===== src/hw/fail_safe_monitor_defines.svh =====
/*
 Offsets, field positions, reset values and timing counts of the fail-safe clock monitor.
 Assumes inclusion by bare name from files under hw/.
*/
`ifndef FAIL_SAFE_MONITOR_DEFINES_SVH
`define FAIL_SAFE_MONITOR_DEFINES_SVH
`define FAIL_SAFE_MONITOR_ADDR_W 2
`define FAIL_SAFE_MONITOR_OFS_CTRL 2'h0
`define FAIL_SAFE_MONITOR_OFS_STAT 2'h1
`define FAIL_SAFE_MONITOR_OFS_IEN 2'h2
`define FAIL_SAFE_MONITOR_OFS_IFLG 2'h3
`define FAIL_SAFE_MONITOR_IRCF_MSB 6
`define FAIL_SAFE_MONITOR_IRCF_LSB 3
`define FAIL_SAFE_MONITOR_IRCF_RST 4'h7
`define FAIL_SAFE_MONITOR_SCS_MSB 1
`define FAIL_SAFE_MONITOR_SCS_LSB 0
`define FAIL_SAFE_MONITOR_SCS_RST 2'h0
`define FAIL_SAFE_MONITOR_SECONDARY_OSC_READY_BIT 7
`define FAIL_SAFE_MONITOR_STARTUP_TIMER_STATUS_BIT 5
`define FAIL_SAFE_MONITOR_HFR_BIT 4
`define FAIL_SAFE_MONITOR_LFR_BIT 1
`define FAIL_SAFE_MONITOR_HFS_BIT 0
`define FAIL_SAFE_MONITOR_FAIL_BIT 7
`define FAIL_SAFE_MONITOR_SAMPLE_DIV 64
`define FAIL_SAFE_MONITOR_OST_CYCLES 1024
`endif


===== src/hw/fail_safe_monitor_pkg.sv =====
/*
 Types shared by the fail-safe clock monitor files.
 Assumes nothing beyond a SystemVerilog compiler.
*/
`default_nettype none
package fail_safe_monitor_pkg;
    typedef enum logic [2:0]
    {
        FAIL_SAFE_MONITOR_LP = 3'h0,
        FAIL_SAFE_MONITOR_XT = 3'h1,
        FAIL_SAFE_MONITOR_HS = 3'h2,
        FAIL_SAFE_MONITOR_EC = 3'h3,
        FAIL_SAFE_MONITOR_RC = 3'h4,
        FAIL_SAFE_MONITOR_INT = 3'h5
    } fail_safe_monitor_mode_t;
    typedef enum {FAIL_SAFE_MONITOR_ST_INT, FAIL_SAFE_MONITOR_ST_OST, FAIL_SAFE_MONITOR_ST_EXT, FAIL_SAFE_MONITOR_ST_FAIL} fail_safe_monitor_state_t;
endpackage
`default_nettype wire


===== src/hw/fail_safe_monitor_sync.sv =====
/*
 Two-flip-flop level synchroniser for one pin-side signal.
 Assumes the input is asynchronous to mclk.
*/
`default_nettype none
module fail_safe_monitor_sync
(
    input wire logic mclk,
    input wire logic arst_n,
    input wire logic din,
    output logic dout
);
    logic meta_r;
    always_ff @(posedge mclk or negedge arst_n)
    begin
        if (!arst_n)
        begin
            meta_r <= 1'b0;
            dout <= 1'b0;
        end
        else
        begin
            meta_r <= din;
            dout <= meta_r;
        end
    end
endmodule
`default_nettype wire


===== src/hw/fail_safe_monitor_edge_count.sv =====
/*
 Counts falling edges of a synchronised clock level; wraps at a settable terminal count.
 Assumes the input already passed a synchroniser.
*/
`default_nettype none
module fail_safe_monitor_edge_count #(parameter int WIDTH = 10)
(
    input wire logic mclk,
    input wire logic arst_n,
    input wire logic clr,
    input wire logic lvl,
    input wire logic [WIDTH-1:0] last,
    output logic fall,
    output logic done
);
    logic prev_r;
    logic [WIDTH-1:0] cnt_r;
    always_ff @(posedge mclk or negedge arst_n)
    begin
        if (!arst_n)
            prev_r <= 1'b0;
        else
            prev_r <= lvl;
    end
    assign fall = prev_r && !lvl;
    assign done = fall && (cnt_r == last);
    always_ff @(posedge mclk or negedge arst_n)
    begin
        if (!arst_n)
            cnt_r <= '0;
        else if (clr || done)
            cnt_r <= '0;
        else if (fall)
            cnt_r <= cnt_r + 1'b1;
    end
endmodule
`default_nettype wire


===== src/hw/fail_safe_monitor_top.sv =====
/*
 Fail-safe clock monitor with oscillator control, status and fail flag registers.
 Assumes oscillator levels arrive from pins unsynchronised and a plain register port
 on mclk; the internal clock switch itself is made by outer logic from the outputs.
*/
// The register addresses and strobed register access were left to the implementer.
// Contract
// - Monitor works only when config enable set, in every external oscillator mode.
// - No failure flagged before the start-up timer has expired.
// - Sample clock is the low-frequency internal oscillator divided by 64.
// - Detector latch set on external falling edge, cleared on sample rising edge.
// - Failure when a whole sample half-period passes without external clock low.
// - On failure move system clock to internal source and set fail flag.
// - Interrupt request when fail flag set and its enable set.
// - Fallback internal frequency is the one in the frequency select field.
// - Clock stays internal after failure until firmware switches back.
// - Fail condition cleared by reset, sleep, or a write changing clock select.
// - Clock select change restarts start-up timer; run internal meanwhile.
// - Persisting failure after switch back sets the fail flag again; here only in EC and RC modes, crystal modes stay in start-up.
// - External clock and RC modes skip the start-up timer.
// - Enabling monitor also enables two-speed start-up.
// - Monitor inactive during oscillator start-up after reset or sleep exit.
// - Frequency select bits 6..3, 1111 is 16 MHz, resets to 0111.
// - Clock select bits 1..0: 1x internal, 01 secondary, 00 configured.
// - Start-up status reads 1 on configured clock, 0 on internal.
// - Secondary ready follows oscillator when enabled, reads 1 when disabled.
// - High-frequency ready at bit 4, low-frequency ready at bit 1.
// - Stable bit is 1 when the 16 MHz oscillator drives the internal clock.
// - Crystal modes count 1024 oscillator cycles before external use.
`include "fail_safe_monitor_defines.svh"
`default_nettype none
module fail_safe_monitor_top #(parameter int OST_CYCLES = `FAIL_SAFE_MONITOR_OST_CYCLES)
(
    input wire logic mclk,
    input wire logic arst_n,
    input wire logic [`FAIL_SAFE_MONITOR_ADDR_W-1:0] reg_addr,
    input wire logic [7:0] reg_wdata,
    input wire logic reg_wr,
    input wire logic reg_rd,
    output logic [7:0] reg_rdata,
    input wire fail_safe_monitor_pkg::fail_safe_monitor_mode_t osc_mode_cfg,
    input wire logic fail_monitor_enable_cfg,
    input wire logic sleep_exec,
    input wire logic ext_clk_pin,
    input wire logic lf_osc_pin,
    input wire logic sec_osc_pin,
    input wire logic secondary_osc_enable,
    input wire logic hf_ready_pin,
    input wire logic lf_ready_pin,
    input wire logic hf_stable_pin,
    input wire logic sec_ready_pin,
    output logic sys_on_ext,
    output logic sys_on_sec,
    output logic [3:0] int_freq_sel,
    output logic irq
);
    import fail_safe_monitor_pkg::*;

    localparam int SHALF = `FAIL_SAFE_MONITOR_SAMPLE_DIV / 2;
    localparam logic [9:0] OST_LAST = 10'(OST_CYCLES - 1);

    logic ext_s, lf_s, sec_s, hfr_s, lfr_s, hfs_s, secr_s;
    fail_safe_monitor_sync u_sx (.mclk(mclk), .arst_n(arst_n), .din(ext_clk_pin), .dout(ext_s));
    fail_safe_monitor_sync u_sl (.mclk(mclk), .arst_n(arst_n), .din(lf_osc_pin), .dout(lf_s));
    fail_safe_monitor_sync u_ss (.mclk(mclk), .arst_n(arst_n), .din(sec_osc_pin), .dout(sec_s));
    fail_safe_monitor_sync u_s1 (.mclk(mclk), .arst_n(arst_n), .din(hf_ready_pin), .dout(hfr_s));
    fail_safe_monitor_sync u_s2 (.mclk(mclk), .arst_n(arst_n), .din(lf_ready_pin), .dout(lfr_s));
    fail_safe_monitor_sync u_s3 (.mclk(mclk), .arst_n(arst_n), .din(hf_stable_pin), .dout(hfs_s));
    fail_safe_monitor_sync u_s4 (.mclk(mclk), .arst_n(arst_n), .din(sec_ready_pin), .dout(secr_s));

    logic [3:0] ircf_r;
    logic [1:0] scs_r;
    logic fail_ie_r;
    logic fail_flag_r;
    fail_safe_monitor_state_t st_r;
    logic [7:0] stat_w;

    wire wr_ctrl = reg_wr && reg_addr == `FAIL_SAFE_MONITOR_OFS_CTRL;
    wire [1:0] scs_new = reg_wdata[`FAIL_SAFE_MONITOR_SCS_MSB:`FAIL_SAFE_MONITOR_SCS_LSB];
    wire scs_change = wr_ctrl && scs_new != scs_r;
    wire crystal = osc_mode_cfg inside {FAIL_SAFE_MONITOR_LP, FAIL_SAFE_MONITOR_XT, FAIL_SAFE_MONITOR_HS};
    wire ext_mode = osc_mode_cfg != FAIL_SAFE_MONITOR_INT;
    wire restart = sleep_exec || scs_change;

    // Start-up timer counts external falling edges
    logic ost_done, ext_fall, lf_fall, sec_fall, sec_done;
    fail_safe_monitor_edge_count #(.WIDTH(10)) u_ost
    (
        .mclk(mclk),
        .arst_n(arst_n),
        .clr(restart || st_r != FAIL_SAFE_MONITOR_ST_OST),
        .lvl(ext_s),
        .last(OST_LAST),
        .fall(ext_fall),
        .done(ost_done)
    );

    // Sample clock divider on the low-frequency oscillator
    fail_safe_monitor_edge_count #(.WIDTH(5)) u_div
    (
        .mclk(mclk),
        .arst_n(arst_n),
        .clr(1'b0),
        .lvl(lf_s),
        .last(5'(SHALF - 1)),
        .fall(lf_fall),
        .done(sec_done)
    );
    fail_safe_monitor_edge_count #(.WIDTH(1)) u_sfall
    (
        .mclk(mclk),
        .arst_n(arst_n),
        .clr(1'b0),
        .lvl(sec_s),
        .last(1'b0),
        .fall(sec_fall),
        .done()
    );

    logic samp_r;
    always_ff @(posedge mclk or negedge arst_n)
    begin
        if (!arst_n)
            samp_r <= 1'b0;
        else if (sec_done)
            samp_r <= !samp_r;
    end
    wire samp_edge = sec_done;

    // Monitored clock: the secondary oscillator when selected, else the configured one
    wire mon_fall = (scs_r == 2'h1) ? sec_fall : ext_fall;

    // Detector latch, cleared by the rising sample-clock edge; a falling edge with it still clear means failure
    logic seen_r;
    logic armed_r;
    wire det_run = fail_monitor_enable_cfg && st_r == FAIL_SAFE_MONITOR_ST_EXT;
    always_ff @(posedge mclk or negedge arst_n)
    begin
        if (!arst_n)
            seen_r <= 1'b0;
        else if (samp_edge && samp_r == 1'b0)
            seen_r <= mon_fall;
        else if (mon_fall)
            seen_r <= 1'b1;
    end
    always_ff @(posedge mclk or negedge arst_n)
    begin
        if (!arst_n)
            armed_r <= 1'b0;
        else if (!det_run)
            armed_r <= 1'b0;
        else if (samp_edge && samp_r == 1'b0)
            armed_r <= 1'b1;
    end
    // Half-period check at falling sample edge; a partial window before the arming rising edge is skipped
    wire fail_det = det_run && armed_r && samp_edge && samp_r && !seen_r && !mon_fall;

    // Clock source state
    always_ff @(posedge mclk or negedge arst_n)
    begin
        if (!arst_n)
            st_r <= FAIL_SAFE_MONITOR_ST_INT;
        else if (restart)
            st_r <= (sleep_exec || scs_new == 2'h0) ? start_state() : sel_state(scs_new);
        else
        begin
            unique case (st_r)
                FAIL_SAFE_MONITOR_ST_INT:
                    st_r <= FAIL_SAFE_MONITOR_ST_INT;
                FAIL_SAFE_MONITOR_ST_OST:
                    if (ost_done)
                        st_r <= FAIL_SAFE_MONITOR_ST_EXT;
                FAIL_SAFE_MONITOR_ST_EXT:
                    if (fail_det)
                        st_r <= FAIL_SAFE_MONITOR_ST_FAIL;
                FAIL_SAFE_MONITOR_ST_FAIL:
                    st_r <= FAIL_SAFE_MONITOR_ST_FAIL;
            endcase
        end
    end

    function automatic fail_safe_monitor_state_t start_state();
        if (!ext_mode)
            return FAIL_SAFE_MONITOR_ST_INT;
        else if (crystal)
            return FAIL_SAFE_MONITOR_ST_OST;
        else
            return FAIL_SAFE_MONITOR_ST_EXT;
    endfunction

    function automatic fail_safe_monitor_state_t sel_state(input logic [1:0] s);
        if (s[1])
            return FAIL_SAFE_MONITOR_ST_INT;
        else
            return FAIL_SAFE_MONITOR_ST_OST;
    endfunction

    // Reset leaves the state at internal until a sleep exit or select change; boot_r only holds sys_on_ext low for the first cycle
    logic boot_r;
    always_ff @(posedge mclk or negedge arst_n)
    begin
        if (!arst_n)
            boot_r <= 1'b1;
        else
            boot_r <= 1'b0;
    end

    always_ff @(posedge mclk or negedge arst_n)
    begin
        if (!arst_n)
        begin
            ircf_r <= `FAIL_SAFE_MONITOR_IRCF_RST;
            scs_r <= `FAIL_SAFE_MONITOR_SCS_RST;
        end
        else if (wr_ctrl)
        begin
            ircf_r <= reg_wdata[`FAIL_SAFE_MONITOR_IRCF_MSB:`FAIL_SAFE_MONITOR_IRCF_LSB];
            scs_r <= scs_new;
        end
    end

    always_ff @(posedge mclk or negedge arst_n)
    begin
        if (!arst_n)
            fail_ie_r <= 1'b0;
        else if (reg_wr && reg_addr == `FAIL_SAFE_MONITOR_OFS_IEN)
            fail_ie_r <= reg_wdata[`FAIL_SAFE_MONITOR_FAIL_BIT];
    end

    // Set wins over a software clear in the same cycle
    always_ff @(posedge mclk or negedge arst_n)
    begin
        if (!arst_n)
            fail_flag_r <= 1'b0;
        else if (fail_det)
            fail_flag_r <= 1'b1;
        else if (reg_wr && reg_addr == `FAIL_SAFE_MONITOR_OFS_IFLG)
            fail_flag_r <= reg_wdata[`FAIL_SAFE_MONITOR_FAIL_BIT];
    end

    always_ff @(posedge mclk or negedge arst_n)
    begin
        if (!arst_n)
            irq <= 1'b0;
        else
            irq <= fail_flag_r && fail_ie_r;
    end

    wire on_cfg = st_r == FAIL_SAFE_MONITOR_ST_EXT && scs_r == 2'h0;
    always_ff @(posedge mclk or negedge arst_n)
    begin
        if (!arst_n)
        begin
            sys_on_ext <= 1'b0;
            sys_on_sec <= 1'b0;
            int_freq_sel <= `FAIL_SAFE_MONITOR_IRCF_RST;
        end
        else
        begin
            sys_on_ext <= on_cfg && !boot_r;
            sys_on_sec <= st_r == FAIL_SAFE_MONITOR_ST_EXT && scs_r == 2'h1;
            int_freq_sel <= ircf_r;
        end
    end

    always_comb
    begin
        stat_w = 8'h00;
        stat_w[`FAIL_SAFE_MONITOR_SECONDARY_OSC_READY_BIT] = secondary_osc_enable ? secr_s : 1'b1;
        stat_w[`FAIL_SAFE_MONITOR_STARTUP_TIMER_STATUS_BIT] = on_cfg;
        stat_w[`FAIL_SAFE_MONITOR_HFR_BIT] = hfr_s;
        stat_w[`FAIL_SAFE_MONITOR_LFR_BIT] = lfr_s;
        stat_w[`FAIL_SAFE_MONITOR_HFS_BIT] = hfs_s;
    end

    always_ff @(posedge mclk or negedge arst_n)
    begin
        if (!arst_n)
            reg_rdata <= 8'h00;
        else if (reg_rd)
        begin
            unique case (reg_addr)
                `FAIL_SAFE_MONITOR_OFS_CTRL: reg_rdata <= {1'b0, ircf_r, 1'b0, scs_r};
                `FAIL_SAFE_MONITOR_OFS_STAT: reg_rdata <= stat_w;
                `FAIL_SAFE_MONITOR_OFS_IEN: reg_rdata <= {fail_ie_r, 7'h00};
                `FAIL_SAFE_MONITOR_OFS_IFLG: reg_rdata <= {fail_flag_r, 7'h00};
            endcase
        end
        else
            reg_rdata <= 8'h00;
    end

    property p_no_fail_in_ost;
        @(posedge mclk) disable iff (!arst_n) st_r == FAIL_SAFE_MONITOR_ST_OST |-> !fail_det;
    endproperty
    a_no_fail_in_ost: assert property (p_no_fail_in_ost) else $error("failure seen during start-up");

    property p_fail_sets_flag;
        @(posedge mclk) disable iff (!arst_n) fail_det |=> fail_flag_r && st_r == FAIL_SAFE_MONITOR_ST_FAIL;
    endproperty
    a_fail_sets_flag: assert property (p_fail_sets_flag) else $error("failure did not set flag");

    property p_irq;
        @(posedge mclk) disable iff (!arst_n) fail_flag_r && fail_ie_r |=> irq;
    endproperty
    a_irq: assert property (p_irq) else $error("interrupt missing");

    property p_irq_quiet;
        @(posedge mclk) disable iff (!arst_n) !(fail_flag_r && fail_ie_r) |=> !irq;
    endproperty
    a_irq_quiet: assert property (p_irq_quiet) else $error("interrupt without flag");

    property p_fail_internal;
        @(posedge mclk) disable iff (!arst_n) st_r == FAIL_SAFE_MONITOR_ST_FAIL |=> !sys_on_ext;
    endproperty
    a_fail_internal: assert property (p_fail_internal) else $error("external clock used after failure");

    property p_scs_restart;
        @(posedge mclk) disable iff (!arst_n) scs_change && scs_new == 2'h0 && crystal |=> st_r == FAIL_SAFE_MONITOR_ST_OST;
    endproperty
    a_scs_restart: assert property (p_scs_restart) else $error("timer not restarted");

    property p_det_gated;
        @(posedge mclk) disable iff (!arst_n) !fail_monitor_enable_cfg |-> !fail_det;
    endproperty
    a_det_gated: assert property (p_det_gated) else $error("detector ran while disabled");

    property p_freq_out;
        @(posedge mclk) disable iff (!arst_n) wr_ctrl |=> ##1 int_freq_sel == $past(reg_wdata[6:3], 2);
    endproperty
    a_freq_out: assert property (p_freq_out) else $error("frequency select not applied");

    property p_startup_timer_status;
        @(posedge mclk) disable iff (!arst_n) reg_rd && reg_addr == `FAIL_SAFE_MONITOR_OFS_STAT |=> reg_rdata[5] == $past(on_cfg);
    endproperty
    a_startup_timer_status: assert property (p_startup_timer_status) else $error("start-up status wrong");

    property p_reserved;
        @(posedge mclk) disable iff (!arst_n) reg_rd && reg_addr == `FAIL_SAFE_MONITOR_OFS_CTRL
            |=> reg_rdata[7] == 1'b0 && reg_rdata[2] == 1'b0;
    endproperty
    a_reserved: assert property (p_reserved) else $error("reserved bit nonzero");
endmodule
`default_nettype wire


===== config.mk =====
export PLATFORM = sky130hd
export DESIGN_NAME = fail_safe_monitor_top
export DESIGN_NICKNAME = d
export VERILOG_FILES = /design/src/hw/fail_safe_monitor_pkg.sv /design/src/hw/fail_safe_monitor_sync.sv /design/src/hw/fail_safe_monitor_edge_count.sv /design/src/hw/fail_safe_monitor_top.sv
export VERILOG_INCLUDE_DIRS = /design/src /design/src/hw
export SDC_FILE = /design/constraint.sdc
export NUM_CORES = 1
export LEC_CHECK = 0
export ABC_AREA = 1
export ABC_CLOCK_PERIOD_IN_PS = 1650
export BUFFER_PORTS_ARGS = -buffer_cell sky130_fd_sc_hd__buf_2
export CAP_MARGIN = 20
export CORE_ASPECT_RATIO = 0.8
export CORE_MARGIN = 4
export CORE_UTILIZATION = 55
export DETAILED_ROUTE_END_ITERATION = 16
export PLACE_DENSITY = 0.78
export SLEW_MARGIN = 20
export SYNTH_ARGS = -nofsm -noshare
export SYNTH_HDL_FRONTEND = slang
export SYNTH_SLANG_ARGS = --single-unit

===== constraint.sdc =====
create_clock -name mclk -period 1.65 [get_ports mclk]
set_input_delay 0.2475 -clock mclk [delete_from_list [all_inputs] [get_ports mclk]]
set_output_delay 0.2475 -clock mclk [all_outputs]
set_load 0.01 [all_outputs]

Yosys cells after proc, flatten, opt, wreduce, memory -nomap -nowiden --
Index checks and enable logic that the tools add are counted.
Cells by class: reduce and logical (&&, ||, !) cells 42, bitwise operators 1, muxes and demuxes 22, add/subtract/negate cells 2, equality and inequality tests 18
Operator list (count):
- 32-bit two-way mux | 5
- 32-bit case mux with 4 select lines | 1
- 32-bit by 2-bit == test with 1-bit output, second input constant | 2
- 32-bit by 1-bit == test with 1-bit output, second input constant | 1
- 32-bit by 3-bit == test with 1-bit output, second input constant | 1
- 32-bit logical NOT | 1
- 32-bit by 2-bit inequality test with 1-bit output, second input constant | 1
- 8-bit case mux with 4 select lines | 1
- 1-bit logical AND | 20
- 10-bit two-way mux | 2
- 10-bit by 1-bit adder with 10-bit output, second input constant | 1
- 10-bit == test, second input constant | 1
- 5-bit two-way mux | 2
- 1-bit two-way mux | 9
- 8-bit two-way mux | 1
- 2-bit nonzero test | 4
- 1-bit logical NOT | 7
- 2-bit logical NOT | 3
- 3-bit inequality test, second input constant | 2
- 5-bit by 1-bit adder with 5-bit output, second input constant | 1
- 5-bit == test, second input constant | 1
- 2-bit by 1-bit == test with 1-bit output, second input constant | 2
- 2-bit == test, second input constant | 2
- 1-bit logical OR | 4
- 10 further kinds | 10
Word-level totals: output and inout bits 15, bits in registers 91, logic and storage cells 118

Depth between registers and ports, before layout --
depth after elaboration 10, gate-level depth with buffers 10, mapped depth without buffers 10

Hierarchy --
Synthesis repeated with hierarchy kept, for this count alone.
Unflattened totals: cells, all modules 376, area, all modules 3055.4 µm²
By module, submodules not included:
- fail_safe_monitor_top | times used 1, area each 1257.5 µm², cells an instance 149
- fail_safe_monitor_edge_count (u_ost) | times used 1, area each 938.4 µm², cells an instance 141
- fail_safe_monitor_edge_count (u_div) | times used 1, area each 407.9 µm², cells an instance 59
- fail_safe_monitor_sync | times used 7, area each 50.0 µm², cells an instance 2
- fail_safe_monitor_edge_count (u_sfall) | times used 1, area each 101.3 µm², cells an instance 13

Least setup slack after synthesis --
Ideal clock, no wire load.
path type register to register, from register u_div.cnt_r[0], to register st_r[0], library setup time 119 ps, arrival 1320 ps, stages on the path, launching flop included 10, slack 210 ps, data required time 1531 ps, cells stage by stage dfrtp_1 -> ha_1 -> and3_1 -> ha_1 -> nand2_1 -> inv_1 -> nand4_1 -> nand3_1 -> nand2_1 -> nand2_1
On the way: cells in the longest elaborated chain, start to end 8
RTL lines:
- start: declaration | RTL line fail_safe_monitor_edge_count.sv:17 | logic [WIDTH-1:0] cnt_r;
- start signal: assignment | RTL line fail_safe_monitor_edge_count.sv:34 | cnt_r <= cnt_r + 1'b1;
- 5-bit == test | RTL line fail_safe_monitor_edge_count.sv:26 | assign done = fall && (cnt_r == last);
- 1-bit logical AND | RTL line fail_safe_monitor_edge_count.sv:26
- 1-bit logical AND (4 in series) | RTL line fail_safe_monitor_top.sv:156 | wire fail_det = det_run && armed_r && samp_edge && samp_r && !seen_r && !mon_fall;
- 3-bit inequality test (no line)
- 2-bit AND reduction (no line)
- end signal: assignment | RTL line fail_safe_monitor_top.sv:164 | st_r <= (sleep_exec || scs_new == 2'h0) ? start_state() : sel_state(scs_new);
- end: declaration | RTL line fail_safe_monitor_top.sv:75 | fail_safe_monitor_state_t st_r;
No other way between the ends. A chain may end at the register's enable or synchronous reset.

Final worst setup path --
Same ends and word-level chain as after synthesis.

==> run summary <==
- 2 — maximum count of clock buffers along a single path
- 0 — Final Hold Violating Endpoints
- 0 — antenna violations before repair
- 0.911 mW — Sw Pwr
- 0.07 ns — clock-pin slew on the worst setup and hold paths
- sky130_fd_sc_hd__dfrtp_1 (53), sky130_fd_sc_hd__nand2_1 (51), sky130_fd_sc_hd__inv_1 (31), sky130_fd_sc_hd__nor2_1 (25) — ranking of synthesized cells by instance count
- 330 — number of fill cells in the layout
- 23.4% — synthesis-to-finish area growth
- 0 — number of violations of the max-capacitance limit
- sky130_fd_sc_hd__dfrtp_1 — main flop type after synthesis
- 1150 nW/um2 — power density over the cells
- 0 — final setup fails
- built — clock tree from TritonCTS
- 39 — Port Buffers
- 19.3% — total track usage
- in2reg — min-delay worst type
- 0 — number of routed nets with antenna violations
- 100% — share of flip-flops with an asynchronous set or reset after synthesis
- 60 — number of synthesized register bits
- 44 — pin count of the biggest net entering global routing
- reg2reg — Setup CP Type
- 2.60 mW — internal power summed over all cells
- 0.34 ns — Skew-Pair Late Insertion Delay
- 1.57 nW — Leakage Power
- 0.659 GHz — Max Clk Rate
- 9.94 um2 — per-instance average area after synthesis
- 0 — Yosys warnings
- 49.5% — sequential cell fraction of total power
- 1.88 ns — required time worst endpoint
- 3 — Hold Path Cell Cnt
- 61.2% — sequential element share of the synthesized area
- flip-flop — sort of element at the end of the critical path
- 9 — clock buffers created by TritonCTS
- 3 — CTS HTree Levels
- 1.52 ns — final critical-path required period
- ircf_r[2]$_DFFE_PN1P_ — Min-Delay Endpoint
- 4 — router iterations before antenna repair
- 37.7% — portion of total power attributed to the clock network
- 26.0% — Net Sw Frac
- sky130_fd_sc_hd__dfrtp_1 — top-count cell post-synth
- 21 — number of rows created at floorplan
- sky130_fd_sc_hd__dfrtp_1 — cell taking the most area after synthesis
- 5630 um2 — die area
- 0 — DRC violation count after routing
- 4.69 mm — Final Routed Wirelength
- 0.13 ns — setup slack on the worst flop-to-flop path
- 95 — starting DRC count in detailed routing
- 12.7 um — wire length per cell after detailed routing
- 4.92 — via density per instance
- 248 — Mapped Cells
- 3040 um2 — final standard cell area without fillers
- flip-flop — type of element launching the critical path
- 4260 um2 — Core Footprint
- 82.9 um — Die W
- 0.900 mV — worst supply voltage drop on vdd
- sky130_fd_sc_hd__clkbuf_8 — root buf cell
- 30 — number of different library cells in the post-synthesis netlist
- 1,822 — routed vias
- 9 — number of cells on the worst reg-to-reg path
- 12.8% — part of the total power dissipated in combinational logic
- 8.17 mm — global-route wire length before repair
- 53.8% — top cell type's share of synthesized area
- st_r[0]$_DFFE_PN0P_ — reg2reg end
- 0 — number of diodes
- 0.828 — RD Place Congestion
- finished clean — run status
- sky130_fd_sc_hd__dfrtp_1 (54%), sky130_fd_sc_hd__nand2_1 (7.8%), sky130_fd_sc_hd__dfstp_2 (7.5%) — top post-synthesis cells by area
- 3 — critical path peak fanout
- no — unrepaired setup endpoints after global routing
- u_div.cnt_r[0]$_DFFE_PN0P_ — startpoint of the worst register-to-register path
- 338 — number of nets at the end of the flow
- 27.8% — layout cells sized above 1
- reg_wdata[5] — hold path startpoint
- 0 ns — accumulated negative setup slack
- 67.9 um — overall die height
- 2470 um2 — combined area of all synthesized cells
- 2750 um2 — area after detailed placement
- 0 — final max-slew violation count
- 1.75 ns — arrival time of data at the critical path endpoint
- 57.9% — starting utilization of the core area
- 0 — number of synthesized flops with an enable pin
- 71.5% — core occupancy in the finished layout
- 42 — I/O pin count
- 3.36 mm — half-perimeter wire length after placement
- 91.9% — final critical-path share of the clock period
- 0.00903 ns — skew final
- 0 — Congestion Overflow GR
- 1,807 — number of global-route vias before repair
- 60 — TritonCTS sink count
-- power groups by stage --
| stage | logic, mW | registers, mW | clock network, mW |
|---|---|---|---|
| after floorplan | 0.257 | 1.76 | 0 |
| after global placement | 0.419 | 1.75 | 0 |
| after detailed placement | 0.439 | 1.76 | 0 |
| after CTS | 0.456 | 1.73 | 1.36 |
| after global routing | 0.517 | 1.75 | 1.42 |
| final | 0.450 | 1.73 | 1.32 |
-- stage by stage --
stage	hold WS [ns]	std cells	setup WS (ns)	power, mW
6_report	0.107	370	0.133	3.51
5_1_grt	0.111	370	0.0121	3.69
4_1_cts	0.0855	369	0.0650	3.55
3_5_place_dp	0.191	345	0.0759	2.20
3_3_place_gp	0.187	345	0.116	2.17
2_1_floorplan	-0.0481	249	0.210	2.01
-- how the worst max path moves through the flow --
stage	cells past startpoint	from	end
final	9	u_div.cnt_r[0]$_DFFE_PN0P_	st_r[0]$_DFFE_PN0P_
after global routing	9	u_div.cnt_r[0]$_DFFE_PN0P_	st_r[0]$_DFFE_PN0P_
after CTS	9	u_div.cnt_r[0]$_DFFE_PN0P_	st_r[0]$_DFFE_PN0P_
after detailed placement	9	u_div.cnt_r[0]$_DFFE_PN0P_	st_r[0]$_DFFE_PN0P_
after global placement	9	u_div.cnt_r[0]$_DFFE_PN0P_	st_r[0]$_DFFE_PN0P_
after floorplan	9	u_div.cnt_r[0]$_DFFE_PN0P_	st_r[0]$_DFFE_PN0P_
-- state kept, by name (all words and copies together) (netlist names), 2 cells and up --
register and flops:
int_freq_sel 4, reg_rdata 7, ircf_r 4, scs_r 2, u_ost.cnt_r 10, u_div.cnt_r 5, st_r 2
-- cell type report --
cell class	instances	area [um2]	share of cell area [%]
Sequential cell	60	1510	49.6
Multi-Input combinational cell	154	826	27.1
Clock inverter	4	47.5	1.56
Timing Repair Buffer	50	310	10.2
Inverter	33	124	4.07
Tap cell	57	71.3	2.34
Clock buffer	12	155	5.10
-- placed cells by master (no fill, tap or decap), types with 3 or more instances in the layout --
cell,netlist,layout
sky130_fd_sc_hd__ha_1,3,3
sky130_fd_sc_hd__xnor2_1,4,4
sky130_fd_sc_hd__inv_1,31,31
sky130_fd_sc_hd__clkbuf_8,0,11
sky130_fd_sc_hd__nor2_2,4,4
sky130_fd_sc_hd__a21oi_1,4,4
sky130_fd_sc_hd__xor2_1,6,6
sky130_fd_sc_hd__nor2_1,25,25
sky130_fd_sc_hd__nand3_1,13,13
sky130_fd_sc_hd__nand2_2,6,7
sky130_fd_sc_hd__o21ai_0,13,13
sky130_fd_sc_hd__nand4_1,5,5
sky130_fd_sc_hd__dlygate4sd3_1,0,8
sky130_fd_sc_hd__nand3_2,4,4
sky130_fd_sc_hd__nand2_1,51,50
sky130_fd_sc_hd__buf_2,1,39
sky130_fd_sc_hd__dfstp_2,7,7
sky130_fd_sc_hd__dfrtp_1,53,53
-- critical path, cell delays in order (launching register included) --
cell	delay (ns)
sky130_fd_sc_hd__dfrtp_1	0.38
sky130_fd_sc_hd__ha_1	0.20
sky130_fd_sc_hd__and3_1	0.18
sky130_fd_sc_hd__ha_1	0.20
sky130_fd_sc_hd__nand2_2	0.08
sky130_fd_sc_hd__inv_1	0.06
sky130_fd_sc_hd__nand4_1	0.11
sky130_fd_sc_hd__nand3_1	0.08
sky130_fd_sc_hd__nand2_1	0.07
sky130_fd_sc_hd__nand2_1	0.04
-- kinds of logic after synthesis --
group	count (synthesis)	synth area share [%]
AO/OA/AOI/OAI	23	5.38
XOR/XNOR	10	3.55
adder cells (fa/ha/maj)	3	1.52
buffers and inverters	35	5.53
flip-flops	60	61.2
multiplexers	2	0.862
other	1	0.152
AND/OR/NAND/NOR	114	21.8
-- per-layer routing --
metal | part of all wire (%) | vias to the layer above | routed length, um | GRT usage [%]
li1 | - | 900 | - | -
met1 | 42 | 868 | 1970 | 20.6
met2 | 51 | 46 | 2380 | 34.3
met3 | 6.2 | 8 | 289 | 8.54
met4 | 1.2 | 0 | 54 | 7.96
met5 | 0 | - | 0 | 0
-- what timing repair did --
action	in CTS	in global routing
endpoints found under the hold margin	18	0
setup endpoints to repair	0	1
gates resized for setup	0	1
hold buffers	8	0
setup buffers	0	1
Power figures use the tool's default switching activity.
